$ cat src/hw/cosc_defs.svh
// constants for the channel output select configuration bank
// assumes a byte-wide register port shared with the device register array
// Overview of operation
// [RULE_01] both channel registers read and write in DSI3, SPI, I2C and PSI5 programming modes
// [RULE_02] both channel registers feed the register array error check
// [RULE_03] bit 7 signedness, 6:5 slot-0 type, 4:2 slot-1 type, 1:0 averaging
// [RULE_04] signedness 0 gives signed sensor data, 1 unsigned; temperature keeps format
// [RULE_05] slot-0 type 00 filtered, 01 no offset cancel, 1x temperature
// [RULE_06] slot-1 types pick offset cancel and averaging; never interpolation
// [RULE_07] average select 00 bypass with interpolation; others 8-sample 32/64/128 us; code gives avgPeriodCycles of 80/160/320 cycles (8/16/32 us)
// [RULE_08] any change to a channel register resets that channel's DSP path
// [RULE_09] sensor results are not valid until DSP initialisation finishes
// [RULE_10] host should avoid sensor reads while DSP initialises
// [RULE_11] each channel's fields steer only its own chain
`ifndef COSC_DEFS_SVH
`define COSC_DEFS_SVH
`define COSC_ADDR_CH0 8'h42
`define COSC_ADDR_CH1 8'h4A
`define COSC_RESET_VAL 8'h00
`define COSC_BIT_SIGN 7
`define COSC_SLOT0_HI 6
`define COSC_SLOT0_LO 5
`define COSC_SLOT1_HI 4
`define COSC_SLOT1_LO 2
`define COSC_AVG_HI 1
`define COSC_AVG_LO 0
`define COSC_AVG_PERIOD1_US 32
`define COSC_AVG_PERIOD2_US 64
`define COSC_AVG_PERIOD3_US 128
`define COSC_CLK_MHZ 10
`define COSC_AVG_DEPTH 8
`endif

$ cat src/hw/cosc_pkg.sv
// types for the channel output select configuration bank
// assumes the constants header sits beside it
package cosc_pkg;
    typedef enum logic [1:0] {
        COSC_SRC_FILTERED = 2'b00,
        COSC_SRC_RAW = 2'b01,
        COSC_SRC_TEMP = 2'b10,
        COSC_SRC_NONE = 2'b11
    } cosc_src_t;

    typedef struct packed {
        logic unsignedOut;
        logic [1:0] slot0Type;
        logic [2:0] slot1Type;
        logic [1:0] avgSel;
    } cosc_cfg_t;

    // decoded controls for one output slot
    typedef struct packed {
        cosc_src_t src;
        logic offsetCancel;
        logic movingAvg;
        logic interp;
    } cosc_slot_t;

    // decoded controls for one channel chain
    typedef struct packed {
        logic unsignedOut;
        cosc_slot_t slot0;
        cosc_slot_t slot1;
        logic avgBypass;
        logic [8:0] avgPeriodCycles;
        logic [1:0] offsetFilterSel;
        logic dspReset;
    } cosc_chain_t;
endpackage

$ cat src/hw/cosc_bank.sv
// two channel output select configuration registers and their decode
// assumes the device register port gives a one-cycle write strobe and mode flags
`include "cosc_defs.svh"
module cosc_bank (
    input wire logic clk,
    input wire logic srst,
    input wire logic modeDsi3,
    input wire logic modeSpi,
    input wire logic modeI2c,
    input wire logic modePsi5Prog,
    input wire logic [7:0] regAddr,
    input wire logic regWrite,
    input wire logic [7:0] regWdata,
    output logic [7:0] regRdata,
    output logic regHit,
    input wire logic [1:0] ch0OffsetFilterSel,
    input wire logic [1:0] ch1OffsetFilterSel,
    input wire logic ch0DspInitDone,
    input wire logic ch1DspInitDone,
    input wire logic [15:0] ch0Slot0Raw,
    input wire logic [15:0] ch0Slot1Raw,
    input wire logic [15:0] ch1Slot0Raw,
    input wire logic [15:0] ch1Slot1Raw,
    output logic [15:0] ch0Slot0Result,
    output logic [15:0] ch0Slot1Result,
    output logic [15:0] ch1Slot0Result,
    output logic [15:0] ch1Slot1Result,
    output logic ch0ResultValid,
    output logic ch1ResultValid,
    output cosc_pkg::cosc_chain_t ch0Chain,
    output cosc_pkg::cosc_chain_t ch1Chain,
    output logic [15:0] cfgCheckWord
);
    cosc_pkg::cosc_cfg_t cfg_q [2];
    logic [1:0] dspReset_q;
    logic [1:0] pending_q;
    logic accessOk;
    logic [1:0] wrHit;
    logic [1:0] initDone;
    logic [1:0] [15:0] s0Raw;
    logic [1:0] [15:0] s1Raw;
    logic [1:0] [15:0] s0Fmt;
    logic [1:0] [15:0] s1Fmt;
    logic [1:0] [1:0] ocSel;
    cosc_pkg::cosc_chain_t chain [2];

    // register port open in every host-facing mode
    assign accessOk = modeDsi3 | modeSpi | modeI2c | modePsi5Prog; // RULE_01
    assign wrHit[0] = accessOk && regWrite && (regAddr == `COSC_ADDR_CH0);
    assign wrHit[1] = accessOk && regWrite && (regAddr == `COSC_ADDR_CH1);
    assign initDone = {ch1DspInitDone, ch0DspInitDone};
    assign s0Raw = {ch1Slot0Raw, ch0Slot0Raw};
    assign s1Raw = {ch1Slot1Raw, ch0Slot1Raw};
    assign ocSel = {ch1OffsetFilterSel, ch0OffsetFilterSel};

    // read mux
    always_comb begin
        regHit = 1'b0;
        regRdata = 8'h00;
        if (accessOk && regAddr == `COSC_ADDR_CH0) begin
            regHit = 1'b1;
            regRdata = cfg_q[0]; // RULE_01
        end else if (accessOk && regAddr == `COSC_ADDR_CH1) begin
            regHit = 1'b1;
            regRdata = cfg_q[1];
        end
    end

    // contents exposed to the array error check
    assign cfgCheckWord = {cfg_q[1], cfg_q[0]}; // RULE_02

    genvar ch;
    generate
        for (ch = 0; ch < 2; ch++) begin : g_ch
            // configuration storage, one copy per channel
            always_ff @(posedge clk) begin
                if (srst) begin
                    cfg_q[ch] <= `COSC_RESET_VAL;
                end else if (wrHit[ch]) begin
                    cfg_q[ch] <= regWdata; // RULE_03 RULE_11
                end
            end

            // a changed byte pulses the channel DSP reset
            always_ff @(posedge clk) begin
                if (srst) begin
                    dspReset_q[ch] <= 1'b0;
                end else begin
                    dspReset_q[ch] <= wrHit[ch] && (regWdata != cfg_q[ch]); // RULE_08 RULE_11
                end
            end

            // results held invalid until initialisation completes
            always_ff @(posedge clk) begin
                if (srst) begin
                    pending_q[ch] <= 1'b0;
                end else if (dspReset_q[ch]) begin
                    pending_q[ch] <= 1'b1; // RULE_09
                end else if (initDone[ch]) begin
                    pending_q[ch] <= 1'b0;
                end
            end

            cosc_decode u_decode (
                .cfg(cfg_q[ch]),
                .offsetFilterSel(ocSel[ch]),
                .slot0(chain[ch].slot0),
                .slot1(chain[ch].slot1),
                .avgBypass(chain[ch].avgBypass),
                .avgPeriodCycles(chain[ch].avgPeriodCycles)
            );
            assign chain[ch].unsignedOut = cfg_q[ch].unsignedOut;
            assign chain[ch].offsetFilterSel = ocSel[ch];
            assign chain[ch].dspReset = dspReset_q[ch];

            cosc_sign_fmt u_fmt0 (
                .unsignedOut(cfg_q[ch].unsignedOut),
                .isTemp(chain[ch].slot0.src == cosc_pkg::COSC_SRC_TEMP),
                .rawIn(s0Raw[ch]),
                .fmtOut(s0Fmt[ch])
            );
            cosc_sign_fmt u_fmt1 (
                .unsignedOut(cfg_q[ch].unsignedOut),
                .isTemp(chain[ch].slot1.src == cosc_pkg::COSC_SRC_TEMP),
                .rawIn(s1Raw[ch]),
                .fmtOut(s1Fmt[ch])
            );
        end
    endgenerate

    // registered formatted results
    always_ff @(posedge clk) begin
        if (srst) begin
            ch0Slot0Result <= 16'h0000;
            ch0Slot1Result <= 16'h0000;
            ch1Slot0Result <= 16'h0000;
            ch1Slot1Result <= 16'h0000;
        end else begin
            ch0Slot0Result <= s0Fmt[0]; // RULE_04
            ch0Slot1Result <= s1Fmt[0];
            ch1Slot0Result <= s0Fmt[1];
            ch1Slot1Result <= s1Fmt[1];
        end
    end

    assign ch0ResultValid = !pending_q[0] && !dspReset_q[0]; // RULE_09
    assign ch1ResultValid = !pending_q[1] && !dspReset_q[1];
    assign ch0Chain = chain[0];
    assign ch1Chain = chain[1];
endmodule

$ cat src/hw/cosc_decode.sv
// decodes one channel configuration byte into chain controls
// assumes the offset filter select comes from a neighbouring register
`include "cosc_defs.svh"
module cosc_decode (
    input wire cosc_pkg::cosc_cfg_t cfg,
    input wire logic [1:0] offsetFilterSel,
    output cosc_pkg::cosc_slot_t slot0,
    output cosc_pkg::cosc_slot_t slot1,
    output logic avgBypass,
    output logic [8:0] avgPeriodCycles
);
    localparam int P1 = `COSC_AVG_PERIOD1_US * `COSC_CLK_MHZ;
    localparam int P2 = `COSC_AVG_PERIOD2_US * `COSC_CLK_MHZ;
    localparam int P3 = `COSC_AVG_PERIOD3_US * `COSC_CLK_MHZ;
    logic filterOn;

    // averaging and interpolation from the period select
    always_comb begin
        filterOn = (offsetFilterSel != 2'h3);
        avgBypass = (cfg.avgSel == 2'h0); // RULE_07
        unique case (cfg.avgSel)
            2'h0: avgPeriodCycles = 9'h000;
            2'h1: avgPeriodCycles = 9'(P1 / 4); // RULE_07
            2'h2: avgPeriodCycles = 9'(P2 / 4);
            2'h3: avgPeriodCycles = 9'(P3 / 4); // longest count needs the ninth bit
        endcase
    end

    // slot-0 source
    always_comb begin
        slot0.interp = avgBypass; // RULE_05
        slot0.movingAvg = !avgBypass;
        unique case (cfg.slot0Type)
            2'h0: begin
                slot0.src = cosc_pkg::COSC_SRC_FILTERED;
                slot0.offsetCancel = filterOn; // RULE_05
            end
            2'h1: begin
                slot0.src = cosc_pkg::COSC_SRC_RAW;
                slot0.offsetCancel = 1'b0;
            end
            default: begin
                slot0.src = cosc_pkg::COSC_SRC_TEMP; // RULE_05
                slot0.offsetCancel = 1'b0;
            end
        endcase
    end

    // slot-1 source, never interpolated
    always_comb begin
        slot1.interp = 1'b0; // RULE_06
        slot1.offsetCancel = 1'b0;
        slot1.movingAvg = 1'b0;
        if (cfg.slot1Type[1]) begin
            slot1.src = cosc_pkg::COSC_SRC_TEMP; // RULE_06
        end else if (cfg.slot1Type[0]) begin
            slot1.src = cosc_pkg::COSC_SRC_RAW;
            slot1.movingAvg = !avgBypass; // RULE_06
        end else begin
            slot1.src = cosc_pkg::COSC_SRC_FILTERED;
            slot1.offsetCancel = filterOn;
            slot1.movingAvg = !cfg.slot1Type[2] && !avgBypass; // RULE_06
        end
    end
endmodule

$ cat src/hw/cosc_sign_fmt.sv
// formats one slot result as signed or unsigned
// assumes two's complement input from the chain
module cosc_sign_fmt (
    input wire logic unsignedOut,
    input wire logic isTemp,
    input wire logic [15:0] rawIn,
    output logic [15:0] fmtOut
);
    // offset binary flips the msb; temperature passes untouched
    always_comb begin
        fmtOut = rawIn;
        if (unsignedOut && !isTemp) begin
            fmtOut = {~rawIn[15], rawIn[14:0]}; // RULE_04
        end
    end
endmodule

$ cat config.mk
export PLATFORM = sky130hd
export DESIGN_NAME = cosc_bank
export DESIGN_NICKNAME = d
export VERILOG_FILES = /design/src/hw/cosc_pkg.sv /design/src/hw/cosc_bank.sv /design/src/hw/cosc_decode.sv /design/src/hw/cosc_sign_fmt.sv
export VERILOG_INCLUDE_DIRS = /design/src /design/src/hw
export SDC_FILE = /design/constraint.sdc
export NUM_CORES = 1
export LEC_CHECK = 0
export BUFFER_PORTS_ARGS = -buffer_cell sky130_fd_sc_hd__buf_4
export CORE_MARGIN = 4
export CORE_UTILIZATION = 44
export DETAILED_ROUTE_END_ITERATION = 7
export PLACE_DENSITY = 0.92
export SYNTH_ARGS = -nofsm -noshare
export SYNTH_HDL_FRONTEND = slang
export SYNTH_SLANG_ARGS = --single-unit
export TNS_END_PERCENT = 50
$ cat constraint.sdc
create_clock -name clk -period 4.38 [get_ports clk]
set_input_delay 0 -clock clk [delete_from_list [all_inputs] [get_ports clk]]
set_output_delay 0 -clock clk [all_outputs]
set_load 0.05 [all_outputs]
==> impl_metrics.toml, run 1 <==
[status]
status = "finished clean"

[die]
initial_core_util = 0.463
row_count = 30
fp.dieW_um = 93.5
coreArea_um2 = 6940
ios = 232
die_y_um = 93.5
fp.dieArea_um2 = 8750

[route]
drc_errors = 0
route.antenna.remaining_nets = 0
wirelength_um = 11800
first_iter_violations = 115
viasPerCell = 4.62
vias = 3093
avgRoutedWirePerCell_um = 17.5
first_pass_iters = 4

[synthesis]
synth-seq-cells = 84
ys_types = 28
syn-cell-area_um2 = 3220
synth_warnings = 0
ys_seq_area_frac = 0.572
synthCells = 295
syn-mean-instance-area_um2 = 10.9

[final_layout]
drive_gt1_frac = 0.415
final_common_cell = "buf_4"
syn_to_final_growth_pct = 76.4
layout_common_cells = "221 x buf_4, 74 x nor2b_1, 74 x dlygate4sd3_1"
fin_nets = 662

[timing]
relSlewSlack = 0.506
period_minus_slack_ps = 1670
drv_slew = 0
tightest_slew_ps = 740
rsz0062_at_grt = "no"
setup_slack_ps = 2710
setup_viol = 0
max_freq_ghz = 0.599
finalHoldViolations = 0
final.setup.tns_ps = 0
finClkSkew_ps = 11.2
period_share = 0.381

[worst_hold_path]
hold_depth = 2
min_from = "srst"
hold_end = "ch0Slot1Result[5]$_SDFF_PP0_"
holdCritPathClass = "primary input to register"

[clock_network]
postCtsHoldBufs = 73
clockBufferDepth = 2
cts_tree = "done"
clk_pin_slew_worst_paths_ps = 100
cts.htree.levels = 3
post_cts_buffers = 0
numCtsBuffers = 9
cts_resized = 0
cts.sinks = 84
insertion_delay_ps = 340
cts-root-buf = "clkbuf_8"

[worst_setup_path]
r2r_slack_ps = 3030
rr_endpoint = "ch0Chain[0]$_SDFF_PP0_"
required_ps = 4350
path_max_fanout = 11
r2r_cells = 3
startpoint_type = "primary input"
r2r-start = "cfg_q[0][6]$_SDFFCE_PN0P_"
arrival_ps = 1640
cp-end-kind = "register"
worstSetupPathType = "primary input to register"

[run]
cap_viol_max_count = 0

[global_routing]
grt_overflow = 0
grt_pass1_wl_um = 17300
grt_pass1_vias = 3392
grt_usage = 0.261
grt_start_max_net_pins = 71
antenna_found_initial = 1

[power_and_ir_drop]
ir_drop_mv = 0.207
power_leakage_uw = 0.00268
powerDensity_nw_per_um2 = 330

[place]
place_ws_ps = 2350
dpl.hpwl_um = 7270
gp_congestion = 0.808
portBuffers = 221
==> critical path: stages <==
cell	delay, ps
buf_4	110
nor4b_2	330
nand3_1	440
o21bai_1	760
==> final cells by class <==
class,instances,area [um2]
Tap cell,96,120
Clock inverter,6,46.3
Antenna cell,1,2.50
Fill cell,362,1270
Timing Repair Buffer,295,2400
Multi-Input combinational cell,174,1120
Sequential cell,84,1840
Inverter,5,18.8
Clock buffer,9,124
==> through the flow <==
stage | hold WS, ps | cells | cell area [um2] | power, uW | utilization
3_5_place_dp | 214 | 580 | 4760 | 1330 | 0.686
6_report | 185 | 670 | 5680 | 1870 | 0.817
3_3_place_gp | 209 | 580 | 4760 | 1320 | 0.686
2_1_floorplan | 128 | 304 | 3250 | 1170 | -
4_1_cts | 5.28 | 668 | 5660 | 1870 | 0.816
5_1_grt | 209 | 670 | 5680 | 1940 | 0.817
==> Yosys cell counts <==
library cell / count / share of area
nor2b_1: 74 / 0.14
dfxtp_1: 68 / 0.42
buf_4: 26 / 0.061
and2_1: 18 / 0.035
nor2_1: 18 / 0.021
edfxtp_1: 16 / 0.15
xor2_1: 16 / 0.044
clkbuf_1: 12 / 0.014
mux2i_1: 8 / 0.025
inv_1: 5 / 0.0058
a211oi_1: 4 / 0.0093
nor4_1: 4 / 0.0078
xnor2_1: 4 / 0.011
a21boi_1: 2 / 0.0047
a21oi_1: 2 / 0.0031
and4_1: 2 / 0.0054
buf_6: 2 / 0.0070
nor3_1: 2 / 0.0031
nor3b_1: 2 / 0.0047
o21bai_1: 2 / 0.0047
and3b_1: 1 / 0.0027
buf_2: 1 / 0.0016
conb_1: 1 / 0.0012
nand2_1: 1 / 0.0012
nand2b_1: 1 / 0.0019
nand3_1: 1 / 0.0016
nor4b_2: 1 / 0.0047
or4_4: 1 / 0.0035
==> sequential cells by signal (all words and copies together), names as in the netlist <==
| register | flops |
|---|---|
| cfg_q | 16 |
| ch0Chain | 1 |
| ch0Slot0Result | 16 |
| ch0Slot1Result | 16 |
| ch1Chain | 1 |
| ch1Slot0Result | 16 |
| ch1Slot1Result | 16 |
| pending_q | 2 |
==> per-layer routing <==
layer  wire length [um]  vias up  global-route usage  part of all wire
met2               6370      176               0.500              0.54
met4                401        0               0.131             0.034
met1               3980     1438               0.254              0.34
li1                   -     1445                   -                 -
met3               1000       34              0.0708             0.085
met5                  0        -                   0                 0
==> how the worst max path moves through the flow <==
| stage | from | end |
|---|---|---|
| finish | regAddr[0] | cfg_q[1][1]$_SDFFCE_PN0P_ |
| global route | regAddr[0] | cfg_q[1][0]$_SDFFCE_PN0P_ |
| CTS | regAddr[0] | cfg_q[1][2]$_SDFFCE_PN0P_ |
| detailed placement | regAddr[0] | cfg_q[1][3]$_SDFFCE_PN0P_ |
| global placement | regAddr[0] | cfg_q[1][1]$_SDFFCE_PN0P_ |
| floorplan | cfg_q[1][0]$_SDFFCE_PN0P_ | ch1Chain[14] |
==> cell families after synthesis <==
group,share of synthesized area
XOR/XNOR,0.0544
multiplexers,0.0249
other,0.00117
AO/OA/AOI/OAI,0.0218
flip-flops,0.572
buffers and inverters,0.0890
AND/OR/NAND/NOR,0.236
==> power by group <==
group	total (uW)	switching, uW	internal, uW
clock network	493	284	208
logic	525	324	201
registers	854	27.4	827
total	1870	636	1240
No activity file was read; power rests on OpenSTA's default activity.
==> run 2: changes to the inputs <==
--- a/config.mk
+++ b/config.mk
@@ -8,9 +8,9 @@
 export LEC_CHECK = 0
 export BUFFER_PORTS_ARGS = -buffer_cell sky130_fd_sc_hd__buf_4
 export CORE_MARGIN = 4
-export CORE_UTILIZATION = 44
+export CORE_UTILIZATION = 41
 export DETAILED_ROUTE_END_ITERATION = 7
-export PLACE_DENSITY = 0.92
+export PLACE_DENSITY = 0.87
 export SYNTH_ARGS = -nofsm -noshare
 export SYNTH_HDL_FRONTEND = slang
 export SYNTH_SLANG_ARGS = --single-unit
==> constraint.sdc (replaced) <==
create_clock -name clk -period 1.6 [get_ports clk]
set_input_delay 0 -clock clk [delete_from_list [all_inputs] [get_ports clk]]
set_output_delay 0 -clock clk [all_outputs]
set_load 0.05 [all_outputs]
==> impl_metrics.toml, run 2 (same netlist as run 1, synthesis figures left out) <==
[status]
status = "finished clean"

[die]
fp.dieArea_um2 = 9330
row_count = 32
ios = 232
coreArea_um2 = 7690
initial_core_util = 0.419
die_y_um = 96.6
fp.dieW_um = 96.6

[worst_hold_path]
holdCritPathClass = "primary input to register"
hold_depth = 3

[global_routing]
antenna_found_initial = 0
grt_pass1_vias = 3219
grt_overflow = 0
grt_start_max_net_pins = 67
grt_usage = 0.246
grt_pass1_wl_um = 16900

[final_layout]
fin_nets = 669
post-route-cell-area_um2 = 5780
drive_gt1_frac = 0.429
fin_cells = 683
final_common_cell = "buf_4"
layout_common_cells = "228 x buf_4, 74 x nor2b_1, 74 x dlygate4sd3_1"
antenna_cells = 0
syn_to_final_growth_pct = 79.5

[place]
dpl.hpwl_um = 7340
placed_cells = 593
dpl_cell_area_um2 = 4840
portBuffers = 221
gp_congestion = 0.737
place_ws_ps = 178

[route]
viasPerCell = 4.45
drc_errors = 0
wirelength_um = 11700
first_pass_iters = 4
first_iter_violations = 135
route.antenna.remaining_nets = 0
avgRoutedWirePerCell_um = 17.1
vias = 3040

[timing]
period_share = 0.927
setup_viol = 0
period_minus_slack_ps = 1480
setup_slack_ps = 117
relSlewSlack = 0.554
rsz0062_at_grt = "no"
max_freq_ghz = 0.674
finalHoldViolations = 0
holdWs_ps = 162
finClkSkew_ps = 11.5
drv_slew = 0
tightest_slew_ps = 670

[worst_setup_path]
critical-path-max-stage-delay_ps = 530
r2r_cells = 3
cpMaxStageDelayCell = "edfxtp_1"
cp-end-kind = "output port"
worstSetupPathType = "register to output port"
cp.depth = 3
path_cells = "nor2_1, inv_1, buf_4"
startpoint_type = "register"
required_ps = 1600
path_max_fanout = 7
arrival_ps = 1480
path_delay_family = "flip-flops"
cp_num_buf_inv = 2

[power_and_ir_drop]
ir_drop_mv = 0.745
powerDensity_nw_per_um2 = 913
power_leakage_uw = 0.00273

[run]
cap_viol_max_count = 0

[clock_network]
post_cts_buffers = 0
clockBufferDepth = 2
cts.htree.levels = 3
cts-root-buf = "clkbuf_8"
insertion_delay_ps = 350
cts_tree = "done"
cts.sinks = 84
numCtsBuffers = 9
clk_pin_slew_worst_paths_ps = 90
==> run 2: cell count changes in the layout (fill, tap and decap cells not counted), sizes merged <==
cell,delta
clkbuf,+2
clkinvlp,-1
diode,-1
buf,+7
==> run 2: metrics by stage <==
stage / TNS, ps / total power (uW) / utilization
3_5_place_dp: 0 / 3660 / 0.630
4_1_cts: 0 / 5270 / 0.752
3_3_place_gp: 0 / 3640 / 0.630
6_report: 0 / 5280 / 0.752
5_1_grt: 0 / 5470 / 0.752
2_1_floorplan: -1220 / 3210 / -
==> run 2: metal layers <==
layer / vias up / wire (um) / GRT usage
li1: 1457 / - / -
met1: 1395 / 4010 / 0.258
met2: 159 / 6320 / 0.447
met3: 29 / 1050 / 0.0798
met4: 0 / 318 / 0.107
met5: - / 0 / 0
==> run 2: path summary, 6_finish.rpt <==
| kind | slack, ps | endpoint | from |
|---|---|---|---|
| max reg2reg | 350 | ch1Chain[0]$_SDFF_PP0_ | cfg_q[1][6]$_SDFFCE_PN0P_ |
| min | 160 | cfg_q[0][1]$_SDFFCE_PN0P_ | srst |
| max | 120 | ch0Chain[19] | cfg_q[0][1]$_SDFFCE_PN0P_ |
| min reg2reg | 500 | pending_q[1]$_SDFFE_PP0P_ | pending_q[1]$_SDFFE_PP0P_ |
==> run 2: report_power, final <==
group	internal (uW)	switching [uW]	total, uW
Sequential	2260	67.1	2330
Clock	679	805	1480
Combinational	564	899	1460
Total	3510	1770	5280
==> run 2: timing repair <==
action,in CTS,in global routing
gates resized for setup,0,0
endpoints found under the hold margin,82,0
hold buffers,74,0
==> run 2: worst register-to-register path, stage by stage, from the launching register on <==
cell and delay, ps:
edfxtp_1 520, xor2_1 210, nor4_1 280, a21boi_1 120
==> run 2: final cells by class <==
type	count	area, um2
Clock buffer	11	153
Clock inverter	5	41.3
Fill cell	487	1910
Inverter	5	18.8
Multi-Input combinational cell	174	1140
Sequential cell	84	1840
Tap cell	102	128
Timing Repair Buffer	302	2450
==> run 3: changes to the inputs <==
--- a/config.mk
+++ b/config.mk
@@ -7,10 +7,13 @@
 export NUM_CORES = 1
 export LEC_CHECK = 0
 export BUFFER_PORTS_ARGS = -buffer_cell sky130_fd_sc_hd__buf_4
+export CELL_PAD_IN_SITES_DETAIL_PLACEMENT = 0
+export CELL_PAD_IN_SITES_GLOBAL_PLACEMENT = 1
 export CORE_MARGIN = 4
-export CORE_UTILIZATION = 41
+export CORE_UTILIZATION = 29
+export CTS_CLUSTER_SIZE = 8
 export DETAILED_ROUTE_END_ITERATION = 7
-export PLACE_DENSITY = 0.87
+export PLACE_DENSITY = 0.86
 export SYNTH_ARGS = -nofsm -noshare
 export SYNTH_HDL_FRONTEND = slang
 export SYNTH_SLANG_ARGS = --single-unit
==> impl_metrics.toml, run 3 (same netlist as run 1, synthesis figures left out) <==
[timing]
setup_slack_ps = 143
setup_viol = 0
finalHoldViolations = 0
period_share = 0.910
tightest_slew_ps = 646
drv_slew = 0
relSlewSlack = 0.569
period_minus_slack_ps = 1460
rsz0062_at_grt = "no"
max_freq_ghz = 0.686
finClkSkew_ps = 7.81
holdWs_ps = 160

[power_and_ir_drop]
ir_drop_mv = 0.604
powerDensity_nw_per_um2 = 891
power_leakage_uw = 0.00274

[final_layout]
multi_input_area_um2 = 1140
drive_gt1_frac = 0.431
final.fill_count = 926
layout_common_cells = "229 x buf_4, 74 x nor2b_1, 74 x dlygate4sd3_1"
layout.area.seq_um2 = 1840
final_common_cell = "buf_4"
antenna_cells = 0
syn_to_final_growth_pct = 81.3
fin_nets = 670

[route]
first_pass_iters = 4
route.antenna.remaining_nets = 0
drc_errors = 0
viasPerCell = 4.12
vias = 2973
first_iter_violations = 97
avgRoutedWirePerCell_um = 14.2
wirelength_um = 10300

[global_routing]
grt_overflow = 0
antenna_found_initial = 0
grt_pass1_vias = 3110
grt_start_max_net_pins = 67
grt_pass1_wl_um = 15400
grt_usage = 0.154

[clock_network]
clockBufferDepth = 2
clk_pin_slew_worst_paths_ps = 80
cts_tree = "done"
cts-root-buf = "clkbuf_8"
cts.sinks = 84
post_cts_buffers = 0
cts.htree.levels = 3
cts_resized = 0
numCtsBuffers = 9
insertion_delay_ps = 330

[worst_setup_path]
worstSetupPathType = "register to output port"
cp-end-kind = "output port"
arrival_ps = 1460
required_ps = 1600
path_max_fanout = 8
startpoint_type = "register"

[die]
die_y_um = 113
initial_core_util = 0.297
ios = 232
row_count = 38
fp.dieArea_um2 = 12800
coreArea_um2 = 10800
fp.dieW_um = 113

[worst_hold_path]
holdCritPathClass = "primary input to register"

[status]
status = "finished clean"

[place]
place_ws_ps = 129
gp_congestion = 0.809
portBuffers = 221
dpl.hpwl_um = 7520

[run]
cap_viol_max_count = 0
==> run 3: changes by cell type in the layout (fill, tap and decap cells not counted) <==
cell | previous run | this run
clkinv_4 | 0 | 3
clkbuf_8 | 9 | 11
inv_6 | 2 | 0
buf_4 | 228 | 229
clkbuf_1 | 1 | 0
clkbuf_16 | 1 | 0
clkinv_2 | 1 | 0
clkinvlp_4 | 1 | 0
inv_4 | 0 | 1
==> run 3: repair_timing <==
action | CTS | global route
endpoints found under the hold margin | 79 | 0
endpoints found under the setup margin | 0 | 0
hold buffers | 74 | 0
==> run 3: final cells by class <==
cell class,instances,area share
inverters,5,0.00322
flip-flops and latches,84,0.316
clock buffers,11,0.0259
multi-input cells,174,0.196
repair buffers,303,0.422
clock inverters,5,0.00751
well taps,140,0.0300
==> run 3: where the power goes <==
| part | total [uW] | switching (uW) | internal, uW |
|---|---|---|---|
| Clock | 1430 | 763 | 669 |
| Sequential | 2330 | 66.2 | 2260 |
| Combinational | 1440 | 872 | 564 |
| Total | 5200 | 1700 | 3500 |
==> run 3: critical path: stages (launching register included) <==
cell	delay, ps
edfxtp_1	530
nor2_1	320
nor3_2	80
buf_4	190
==> run 3: through the flow <==
stage | power [uW] | cells | cell area [um2] | setup TNS, ps | util
5_1_grt | 5410 | 722 | 5830 | 0 | 0.538
6_report | 5200 | 722 | 5830 | 0 | 0.538
2_1_floorplan | 3210 | 304 | 3270 | -1220 | -
3_5_place_dp | 3670 | 632 | 4900 | 0 | 0.452
3_3_place_gp | 3660 | 632 | 4900 | 0 | 0.452
4_1_cts | 5270 | 722 | 5830 | 0 | 0.538
==> run 3: path summary, 6_finish.rpt <==
kind,startpoint,end,slack (ps),depth (start not counted)
hold / removal,srst,cfg_q[0][7]$_SDFFCE_PN0P_,160,3
hold reg to reg,pending_q[1]$_SDFFE_PP0P_,pending_q[1]$_SDFFE_PP0P_,510,2
setup reg to reg,cfg_q[1][6]$_SDFFCE_PN0P_,ch1Chain[0]$_SDFF_PP0_,310,3
setup / recovery,cfg_q[0][0]$_SDFFCE_PN0P_,ch0Chain[14],140,3
==> run 3: per-layer routing <==
metal,GRT usage,share of wire
met1,0.153,0.35
met2,0.287,0.54
met3,0.0583,0.092
met4,0.0585,0.024
met5,0,0
